--- src/core/pec_pkg.sv ---
`default_nettype none
package pec_pkg;

  // ********************************************************************
  // Widths and register offsets of the plain register port.
  // ********************************************************************
  localparam int unsigned CNT_W = 20;
  localparam int unsigned ADDR_W = 4;
  localparam int unsigned DATA_W = 64;
  localparam logic [ADDR_W-1:0] REG_CTL = 4'h0;
  localparam logic [ADDR_W-1:0] REG_FETCH_CTL = 4'h1;
  localparam logic [ADDR_W-1:0] REG_PROC_CTX = 4'h2;
  localparam logic [ADDR_W-1:0] REG_IRQ_EN = 4'h3;
  localparam logic [ADDR_W-1:0] REG_IRQ_SUM = 4'h4;
  localparam logic [ADDR_W-1:0] REG_FETCH_STAT = 4'h5;

  // ********************************************************************
  // Field positions.
  // ********************************************************************
  localparam int unsigned CTL_A_LSB = 44;
  localparam int unsigned CTL_B_LSB = 6;
  localparam int unsigned CTL_MODE_BIT = 4;
  localparam int unsigned CTL_SEL_LSB = 2;
  localparam int unsigned FUC_SYS_EN_BIT = 0;
  localparam int unsigned FUC_A_EN_BIT = 1;
  localparam int unsigned FUC_B_EN_BIT = 2;
  localparam int unsigned PCX_PROC_EN_BIT = 0;
  localparam int unsigned FST_WIN_BIT = 3;

  // ********************************************************************
  // Reset values.
  // ********************************************************************
  localparam logic MODE_RST = 1'b0;
  localparam logic [1:0] SEL_RST = 2'h0;
  localparam logic ENABLE_RST = 1'b0;
  localparam logic [1:0] IRQ_RST = 2'h0;

  // ********************************************************************
  // Counting figures and timing counts in clock cycles.
  // ********************************************************************
  localparam logic [CNT_W-1:0] A_WRITE_BIAS = 20'h00004;
  localparam logic [3:0] RETIRE_MAX_ADD = 4'h8;
  localparam logic [2:0] OVERCOUNT_MAX = 3'h7;
  localparam int unsigned BCM_LEAD_CYC = 3;
  localparam int unsigned WIN_START_CYC = 5;
  localparam logic [2:0] OVR_CYC = 3'h2;
  localparam logic [2:0] PRE_LAST = 3'(WIN_START_CYC - 2);
  localparam logic [2:0] TAIL_LAST = 3'h1;

  // Input select encodings.
  localparam logic [1:0] SEL_RET_CYC = 2'h0;
  localparam logic [1:0] SEL_CYC_ALT = 2'h1;
  localparam logic [1:0] SEL_RET_BCM = 2'h2;
  localparam logic [1:0] SEL_CYC_RPL = 2'h3;

  typedef enum logic [2:0] {
    PEC_IDLE,
    PEC_ARMED,
    PEC_PRE,
    PEC_WIN,
    PEC_TAIL,
    PEC_DONE
  } pec_state_type;

endpackage
`default_nettype wire

--- src/core/pec_counter.sv ---
`timescale 1ns/1ps
`default_nettype none

// ********************************************************************
// Free-running counter with load and a wrap flag for the add in flight.
// ********************************************************************
module pec_counter #(
  parameter int unsigned WIDTH = 20,
  parameter int unsigned INC_W = 4
) (
  input wire logic clk_sys,
  input wire logic srst,
  input wire logic load,
  input wire logic [WIDTH-1:0] load_val,
  input wire logic [INC_W-1:0] inc,
  output logic [WIDTH-1:0] count,
  output logic wrap
);

  logic [WIDTH-1:0] count_q;
  logic [WIDTH:0] sum;

  // The counter wraps through zero and keeps going; it never saturates.
  assign sum = {1'b0, count_q} + {{(WIDTH + 1 - INC_W){1'b0}}, inc};
  assign wrap = !load && sum[WIDTH];
  assign count = count_q;

  // A load wins over the add of the same cycle.
  always_ff @(posedge clk_sys) begin
    if (srst) begin
      count_q <= '0;
    end else if (load) begin
      count_q <= load_val;
    end else begin
      count_q <= sum[WIDTH-1:0];
    end
  end

endmodule // pec_counter
`default_nettype wire

--- src/core/pec_top.sv ---
// Overview of operation
// - Mode bit: 0 aggregate, 1 profile.
// - Count needs own enable plus system/process enable.
// - Enabled overflow sets matching pending bit.
// - Cycle selection adds exactly one per cycle.
// - Retire adds at most eight, backlog kept.
// - Squashed instructions never count as retires.
// - Board-cache misses counted three cycles early.
// - Aggregate input select mapping of both counters.
// - Profile: counter A adds up to four fetches.
// - Overflowing fetch profiled; window opens cycle five.
// - Fetches in two post-overflow cycles reported, max seven.
// - Write to counter A stores value plus four.
// - Squashed no-ops still count as fetches.
// - Conditional move counts as two fetches.
// - Counters keep counting after overflow.
// - Window ends second cycle after end event.
// - Profile input select mapping of both counters.
//
// Design decisions made here: the plain strobed port and the register addresses.
`timescale 1ns/1ps
`default_nettype none

module pec_top
  import pec_pkg::*;
(
  input wire logic clk_sys,
  input wire logic srst,
  input wire logic [ADDR_W-1:0] reg_addr,
  input wire logic [DATA_W-1:0] reg_wdata,
  input wire logic reg_wr,
  input wire logic reg_rd,
  output logic [DATA_W-1:0] reg_rdata,
  input wire logic [3:0] retire_cnt,
  input wire logic [3:0] retire_squash_cnt,
  input wire logic [2:0] fetch_valid_cnt,
  input wire logic bcache_miss,
  input wire logic replay_trap,
  input wire logic retire_delay,
  input wire logic prof_inst_end,
  output logic [1:0] counter_irq_pending,
  output logic window_active
);

  // ********************************************************************
  // Declarations.
  // ********************************************************************
  logic mode_select_bit_q;
  logic [1:0] input_select_pair_q;
  logic system_count_enable_q;
  logic counter_a_enable_q;
  logic counter_b_enable_q;
  logic process_count_enable_q;
  logic [1:0] counter_irq_enable_q;
  logic [1:0] counter_irq_pending_q;
  logic [1:0] pending_d;
  logic [4:0] backlog_q;
  logic [4:0] backlog_d;
  logic [2:0] bcm_dly_q;
  logic replay_dly_q;
  pec_state_type state_q;
  pec_state_type state_d;
  logic [2:0] phase_cnt_q;
  logic [2:0] overcount_field_q;
  logic [3:0] overcount_sum;
  logic [DATA_W-1:0] rdata_q;
  logic [DATA_W-1:0] rdata_d;
  logic window_q;
  logic ctl_wr;
  logic count_gate;
  logic a_go;
  logic b_go;
  logic in_win;
  logic a_fetching;
  logic a_counts_ret;
  logic [3:0] ret_net;
  logic [4:0] ret_pool;
  logic [3:0] ret_add;
  logic [3:0] a_inc;
  logic b_inc;
  logic [CNT_W-1:0] a_written;
  logic [CNT_W-1:0] a_load_val;
  logic [CNT_W-1:0] event_counter_a;
  logic [CNT_W-1:0] event_counter_b;
  logic wrap_a;
  logic wrap_b;
  logic wr_mode;
  logic [CNT_W-1:0] fetch_ext;

  // ********************************************************************
  // Enables and window decode.
  // ********************************************************************
  assign ctl_wr = reg_wr && (reg_addr == REG_CTL);
  assign count_gate = system_count_enable_q || process_count_enable_q;
  assign a_go = counter_a_enable_q && count_gate;
  assign b_go = counter_b_enable_q && count_gate;
  assign in_win = (state_q == PEC_WIN) || (state_q == PEC_TAIL);
  assign wr_mode = reg_wdata[CTL_MODE_BIT];
  assign fetch_ext = {{(CNT_W - 3){1'b0}}, fetch_valid_cnt};

  // Fetches are counted while armed and in the first two cycles after the
  // overflow; the fetch unit reports each half of a conditional move and
  // each squashed no-op as a fetch of its own.
  assign a_fetching = mode_select_bit_q && ((state_q == PEC_ARMED) ||
                      ((state_q == PEC_PRE) && (phase_cnt_q < OVR_CYC)));
  assign a_counts_ret = a_go && !input_select_pair_q[0] && !a_fetching &&
                        (!mode_select_bit_q || in_win);

  // ********************************************************************
  // Retire accounting with a backlog for bursts above eight.
  // ********************************************************************
  always_comb begin
    ret_net = (retire_cnt > retire_squash_cnt) ? (retire_cnt - retire_squash_cnt) : 4'h0;
    ret_pool = backlog_q + {1'b0, ret_net};
    ret_add = (ret_pool > {1'b0, RETIRE_MAX_ADD}) ? RETIRE_MAX_ADD : ret_pool[3:0];
    backlog_d = a_counts_ret ? (ret_pool - {1'b0, ret_add}) : 5'h00;
  end

  // The backlog cannot grow without bound because the pipeline cannot
  // sustain more than eight retires per cycle on average.
  always_ff @(posedge clk_sys) begin
    if (srst) begin
      backlog_q <= 5'h00;
    end else begin
      backlog_q <= backlog_d;
    end
  end

  // ********************************************************************
  // Increment selection for both counters.
  // ********************************************************************
  always_comb begin
    a_inc = 4'h0;
    if (a_go) begin
      if (a_fetching) begin
        a_inc = {1'b0, fetch_valid_cnt};
      end else if (!mode_select_bit_q || in_win) begin
        a_inc = input_select_pair_q[0] ? 4'h1 : ret_add;
      end
    end
  end

  // Counter B: cycles, retire delay, early-shifted misses or replay traps.
  always_comb begin
    b_inc = 1'b0;
    if (b_go && (!mode_select_bit_q || in_win)) begin
      unique case (input_select_pair_q)
        SEL_RET_CYC: b_inc = 1'b1;
        SEL_CYC_ALT: b_inc = mode_select_bit_q && retire_delay;
        SEL_RET_BCM: b_inc = bcm_dly_q[BCM_LEAD_CYC-1];
        SEL_CYC_RPL: b_inc = mode_select_bit_q ? replay_dly_q : replay_trap;
      endcase
    end
  end

  // Delaying the miss input against the window has the same effect as
  // opening the window three cycles early for it.
  always_ff @(posedge clk_sys) begin
    if (srst) begin
      bcm_dly_q <= 3'h0;
      replay_dly_q <= 1'b0;
    end else begin
      bcm_dly_q <= {bcm_dly_q[1:0], bcache_miss};
      replay_dly_q <= replay_trap;
    end
  end

  // ********************************************************************
  // Counters.
  // ********************************************************************
  assign a_written = reg_wdata[CTL_A_LSB +: CNT_W];
  assign a_load_val = a_written + A_WRITE_BIAS;

  // Both counters wrap and keep counting after an overflow.
  pec_counter #(
    .WIDTH(CNT_W),
    .INC_W(4)
  ) u_cnt_a (
    .clk_sys(clk_sys),
    .srst(srst),
    .load(ctl_wr),
    .load_val(a_load_val),
    .inc(a_inc),
    .count(event_counter_a),
    .wrap(wrap_a)
  );

  pec_counter #(
    .WIDTH(CNT_W),
    .INC_W(1)
  ) u_cnt_b (
    .clk_sys(clk_sys),
    .srst(srst),
    .load(ctl_wr),
    .load_val(reg_wdata[CTL_B_LSB +: CNT_W]),
    .inc(b_inc),
    .count(event_counter_b),
    .wrap(wrap_b)
  );

  // ********************************************************************
  // Profile window sequencer.
  // ********************************************************************
  always_comb begin
    state_d = state_q;
    if (ctl_wr) begin
      state_d = wr_mode ? PEC_ARMED : PEC_IDLE;
    end else begin
      unique case (state_q)
        PEC_IDLE: state_d = PEC_IDLE;
        PEC_ARMED: if (wrap_a) begin
          state_d = PEC_PRE;
        end
        PEC_PRE: if (phase_cnt_q == PRE_LAST) begin
          state_d = PEC_WIN;
        end
        PEC_WIN: if (prof_inst_end) begin
          state_d = PEC_TAIL;
        end
        PEC_TAIL: if (phase_cnt_q == TAIL_LAST) begin
          state_d = PEC_DONE;
        end
        PEC_DONE: state_d = PEC_DONE;
      endcase
    end
  end

  // Counter A stays idle after a window until the control register is
  // written again, so one sample cannot overwrite another.
  always_ff @(posedge clk_sys) begin
    if (srst) begin
      state_q <= PEC_IDLE;
      phase_cnt_q <= 3'h0;
      window_q <= 1'b0;
    end else begin
      state_q <= state_d;
      phase_cnt_q <= (state_d != state_q) ? 3'h0 : 3'(phase_cnt_q + 3'h1);
      window_q <= (state_d == PEC_WIN) || (state_d == PEC_TAIL);
    end
  end

  // Residual fetches of the two cycles after overflow, saturating.
  assign overcount_sum = {1'b0, overcount_field_q} + {1'b0, fetch_valid_cnt};
  always_ff @(posedge clk_sys) begin
    if (srst) begin
      overcount_field_q <= 3'h0;
    end else if (ctl_wr) begin
      overcount_field_q <= 3'h0;
    end else if (a_go && (state_q == PEC_PRE) && (phase_cnt_q < OVR_CYC)) begin
      overcount_field_q <= (overcount_sum > {1'b0, OVERCOUNT_MAX}) ? OVERCOUNT_MAX :
                           overcount_sum[2:0];
    end
  end

  // ********************************************************************
  // Control registers written by software.
  // ********************************************************************
  always_ff @(posedge clk_sys) begin
    if (srst) begin
      mode_select_bit_q <= MODE_RST;
      input_select_pair_q <= SEL_RST;
    end else if (ctl_wr) begin
      mode_select_bit_q <= wr_mode;
      input_select_pair_q <= reg_wdata[CTL_SEL_LSB +: 2];
    end
  end

  // Enable bits; the fetch unit, process context and interrupt enable words hold them.
  always_ff @(posedge clk_sys) begin
    if (srst) begin
      system_count_enable_q <= ENABLE_RST;
      counter_a_enable_q <= ENABLE_RST;
      counter_b_enable_q <= ENABLE_RST;
      process_count_enable_q <= ENABLE_RST;
      counter_irq_enable_q <= IRQ_RST;
    end else if (reg_wr) begin
      if (reg_addr == REG_FETCH_CTL) begin
        system_count_enable_q <= reg_wdata[FUC_SYS_EN_BIT];
        counter_a_enable_q <= reg_wdata[FUC_A_EN_BIT];
        counter_b_enable_q <= reg_wdata[FUC_B_EN_BIT];
      end
      if (reg_addr == REG_PROC_CTX) begin
        process_count_enable_q <= reg_wdata[PCX_PROC_EN_BIT];
      end
      if (reg_addr == REG_IRQ_EN) begin
        counter_irq_enable_q <= reg_wdata[1:0];
      end
    end
  end

  // Pending bits are cleared by writing ones; a set in the same cycle wins.
  always_comb begin
    pending_d = counter_irq_pending_q;
    if (reg_wr && (reg_addr == REG_IRQ_SUM)) begin
      pending_d = pending_d & ~reg_wdata[1:0];
    end
    pending_d = pending_d | ({wrap_b, wrap_a} & counter_irq_enable_q);
  end

  always_ff @(posedge clk_sys) begin
    if (srst) begin
      counter_irq_pending_q <= IRQ_RST;
    end else begin
      counter_irq_pending_q <= pending_d;
    end
  end

  // ********************************************************************
  // Read port: data stands only in the cycle after the read strobe.
  // ********************************************************************
  always_comb begin
    rdata_d = '0;
    if (reg_rd) begin
      unique case (reg_addr)
        REG_CTL: begin
          rdata_d[CTL_A_LSB +: CNT_W] = event_counter_a;
          rdata_d[CTL_B_LSB +: CNT_W] = event_counter_b;
          rdata_d[CTL_MODE_BIT] = mode_select_bit_q;
          rdata_d[CTL_SEL_LSB +: 2] = input_select_pair_q;
        end
        REG_FETCH_CTL: begin
          rdata_d[FUC_SYS_EN_BIT] = system_count_enable_q;
          rdata_d[FUC_A_EN_BIT] = counter_a_enable_q;
          rdata_d[FUC_B_EN_BIT] = counter_b_enable_q;
        end
        REG_PROC_CTX: rdata_d[PCX_PROC_EN_BIT] = process_count_enable_q;
        REG_IRQ_EN: rdata_d[1:0] = counter_irq_enable_q;
        REG_IRQ_SUM: rdata_d[1:0] = counter_irq_pending_q;
        REG_FETCH_STAT: begin
          rdata_d[2:0] = overcount_field_q;
          rdata_d[FST_WIN_BIT] = window_q;
        end
        default: rdata_d = '0;
      endcase
    end
  end

  always_ff @(posedge clk_sys) begin
    if (srst) begin
      rdata_q <= '0;
    end else begin
      rdata_q <= rdata_d;
    end
  end

  assign reg_rdata = rdata_q;
  assign counter_irq_pending = counter_irq_pending_q;
  assign window_active = window_q;
endmodule // pec_top
`default_nettype wire

--- config.mk ---
export PLATFORM = sky130hd
export DESIGN_NAME = pec_top
export DESIGN_NICKNAME = d
export VERILOG_FILES = /design/src/core/pec_pkg.sv /design/src/core/pec_counter.sv /design/src/core/pec_top.sv
export SDC_FILE = /design/constraint.sdc
export NUM_CORES = 1
export LEC_CHECK = 0
export ABC_AREA = 0
export ABC_CLOCK_PERIOD_IN_PS = 5250
export BUFFER_PORTS_ARGS = -buffer_cell sky130_fd_sc_hd__buf_2
export CORE_AREA = 2 2 78 154
export DETAILED_ROUTE_END_ITERATION = 7
export DIE_AREA = 0 0 80 156
export PLACE_DENSITY = 0.87
export SLEW_MARGIN = 10
export SYNTH_ARGS = -nofsm -noshare
export SYNTH_HDL_FRONTEND = slang
export SYNTH_SLANG_ARGS = --single-unit
--- constraint.sdc ---
create_clock -name clk_sys -period 5.25 [get_ports clk_sys]
set_input_delay 0.2625 -clock clk_sys [delete_from_list [all_inputs] [get_ports clk_sys]]
set_output_delay 0.2625 -clock clk_sys [all_outputs]
set_load 0.02 [all_outputs]
==> summary.txt <==
Psw = 496 uW
post-CTS resize count = 0
Top FF cell, synth = dfxtp_1
CTS tree = built
layout cells sized above 1 = 0.215
# hold bufs at CTS = 0
Max Fclk = 230 MHz
Setup TNS Final = 0 ns
Mapped Area = 5830 um2
vias post-DR = 5099
clk slew on worst S/H paths = 0.05 ns
max_slew headroom = 0.544
Crit. End Element = flip-flop
clock buffer depth = 2
wire per inst = 15.9 um
DRC violations left = 0
Synth area leaders = dfxtp_1, ha_1, and2_1
via/cell ratio = 5.59
clk root buf = clkbuf_16
VDD IR max = 0.253 mV
Seq/Total Area, Yosys = 0.395
Die Span Y = 156 um
Post-synth ARST share = 0
Leak = 2.96 nW
# H-tree levels = 4
gr usage total = 0.241
flops & latches, synth = 115
die area = 12500 um2
top-level port count = 154
vias in the first global route = 5063
Layout Skew = 0.0148 ns
cell taking the most area after synthesis = dfxtp_1
Setup Buffers After CTS = 0
first-pass GRT wire length = 23300 um
# rows = 55
max-slew violation count = 0
Hold Violations, Final = 0
required time worst endpoint = 5.52 ns
sequential power share = 0.430
# port buffers = 115
Max FO, Critical Path = 8
routability cong. = 0.887
routed wire length = 14500 um
Setup CP Type = in2reg
syn avg cell area = 8.97 um2
clk_lat worst skew = 0.41 ns
RSZ-0062 raised after global routing = false
initial antenna violation count = 1
crit share post-route = 0.828
largest net degree at the start of global routing = 54
Congestion Overflow GR = 0
Synth Warn # = 0
Critical Path Source Type = primary input
Unique masters post-synth = 65
placed inst area = 6400 um2
worst hold path type = in2reg
Worst Path Arrival = 4.62 ns
Power Density = 300 nW/um2
sw frac = 0.238
final instance area = 6930 um2
CTS Buf Count = 17
Layout Area Growth over Synthesis = 18.9%
Pre-Repair DR Iteration Count = 5
dpl ws = 0.527 ns
cell internal pwr = 1.59 mW
Core ar. = 11300 um2
max-cap viol count = 0
Initial Util = 0.517
Final HPWL DP = 10500 um
Initial DRC Count = 191
ANT nets after route = 0
Syn Inst Count = 650
Clock Sinks = 115
setup ws final = 0.904 ns
share of total power in the clock network = 0.498
status = finished clean
Post-synth EDFFs = 0
power after layout = 2.08 mW
worst-margin pin slew = 0.682 ns
share of the synthesized area in the top cell type = 0.395
Combinational Power Share = 0.072
crit path time final = 4.35 ns
Final nets = 872
tightest hold margin = 0.0706 ns
Final Setup Violations = 0
Die W = 80 um
flip-flops by register name, summed over array words and instances, names as in the netlist:
register                flops
counter_a_enable_q          1
u_cnt_a.count              20
u_cnt_b.count              20
bcm_dly_q                   3
counter_irq_pending         2
input_select_pair_q         2
counter_irq_enable_q        2
state_q                     3
phase_cnt_q                 3
mode_select_bit_q           1
counter_b_enable_q          1
replay_dly_q                1
overcount_field_q           3
reg_rdata                  45
backlog_q                   5
window_active               1
system_count_enable_q       1
process_count_enable_q      1
through the flow:
step           std cells  utilization
6_report             912        0.614
5_1_grt              912        0.614
4_1_cts              911        0.614
3_5_place_dp         880        0.567
3_3_place_gp         880        0.567
2_1_floorplan        669            -
cells by family after synthesis:
family | share of synthesized area
AOI/OAI and AO/OA | 0.141
xor gates and xnor gates | 0.0856
adders and majority gates | 0.0652
buffers and inverters | 0.0579
DFF | 0.395
muxes | 0.0139
other | 0.00129
and+or+nand+nor | 0.241
cells in the mapped netlist (all sizes together) (2+ instances only):
master and count:
nand2 53, conb 2, a21oi 31, a31o 3, o31ai 3, o21ai 9
xnor2 27, and3 10, nor4 5, a211oi 30, mux2i 7, nor3b 3
clkbuf 17, o211ai 3, buf 32, o22ai 6, nand2b 4, a32o 2
nor2b 10, xor2 30, or3b 2, nor3 12, o21a 2, nand3b 4
a32oi 2, dfxtp 115, and2 43, fa 4, and4 9, o221a 2
a31oi 2, nand4 22, ha 24, nand3 19, nor2 60, inv 14
a21o 7, nor4b 2
metal layers:
layer | vias up | part of all wire | global-route usage
met5 | - | 0 | 0
met4 | 0 | 0.051 | 0.155
met3 | 45 | 0.042 | 0.0463
met2 | 170 | 0.55 | 0.442
met1 | 2416 | 0.36 | 0.239
li1 | 2468 | - | -
path summary, 6_finish.rpt:
| path | start | to | slack (ns) | cells after the start |
|---|---|---|---|---|
| setup reg to reg | backlog_q[0] | u_cnt_a.count[17] | 1.64 | 13 |
| hold reg to reg | bcm_dly_q[0] | bcm_dly_q[1] | 0.44 | 1 |
| hold / removal | bcache_miss | bcm_dly_q[0] | 0.07 | 2 |
| setup / recovery | retire_cnt[0] | u_cnt_a.count[17] | 0.90 | 21 |
layout by cell type, fill, tap and decap left out, drive strengths merged, types with 4 or more instances in the layout:
cell type	instances
a211oi	30
a21o	7
a21oi	31
and2	43
and3	10
and4	9
buf	118
clkbuf	21
clkinv	5
conb	21
dfxtp	115
fa	4
ha	24
inv	15
mux2i	7
nand2	53
nand2b	4
nand3	19
nand3b	4
nand4	22
nor2	60
nor2b	10
nor3	12
nor4	5
o21ai	9
o22ai	6
xnor2	27
xor2	30
critical path, stage by stage:
cell and delay (ns):
buf_2 0.09, inv_1 0.04, ha_1 0.13, inv_1 0.06, fa_1 0.40, a21o_1 0.18, a21oi_1 0.20, nor2_1 0.07
ha_1 0.21, fa_1 0.41, a21o_1 0.17, a21oi_1 0.24, xnor2_1 0.19, nor2_1 0.13, a32o_1 0.30, ha_1 0.30
a211oi_1 0.07, o21bai_1 0.57, nand2_1 0.17, o311ai_0 0.36, a21oi_1 0.06
layout make-up:
| cell class | instances | area (um2) |
|---|---|---|
| Tap cell | 142 | 178 |
| Antenna cell | 1 | 2.50 |
| Timing Repair Buffer | 118 | 598 |
| Inverter | 14 | 52.6 |
| Multi-Input combinational cell | 491 | 3270 |
| Clock inverter | 10 | 86.3 |
| Fill cell | 997 | 4350 |
| Sequential cell | 115 | 2300 |
| Clock buffer | 21 | 440 |
power groups by stage:
| stage | Sequential [mW] | Clock, mW | Combinational (mW) |
|---|---|---|---|
| after floorplan | 0.911 | 0 | 0.104 |
| after global placement | 0.913 | 0 | 0.143 |
| after detailed placement | 0.914 | 0 | 0.147 |
| after CTS | 0.895 | 1.05 | 0.148 |
| after global routing | 0.897 | 1.09 | 0.164 |
| final | 0.896 | 1.04 | 0.150 |
(Power assumes the default switching activity.)
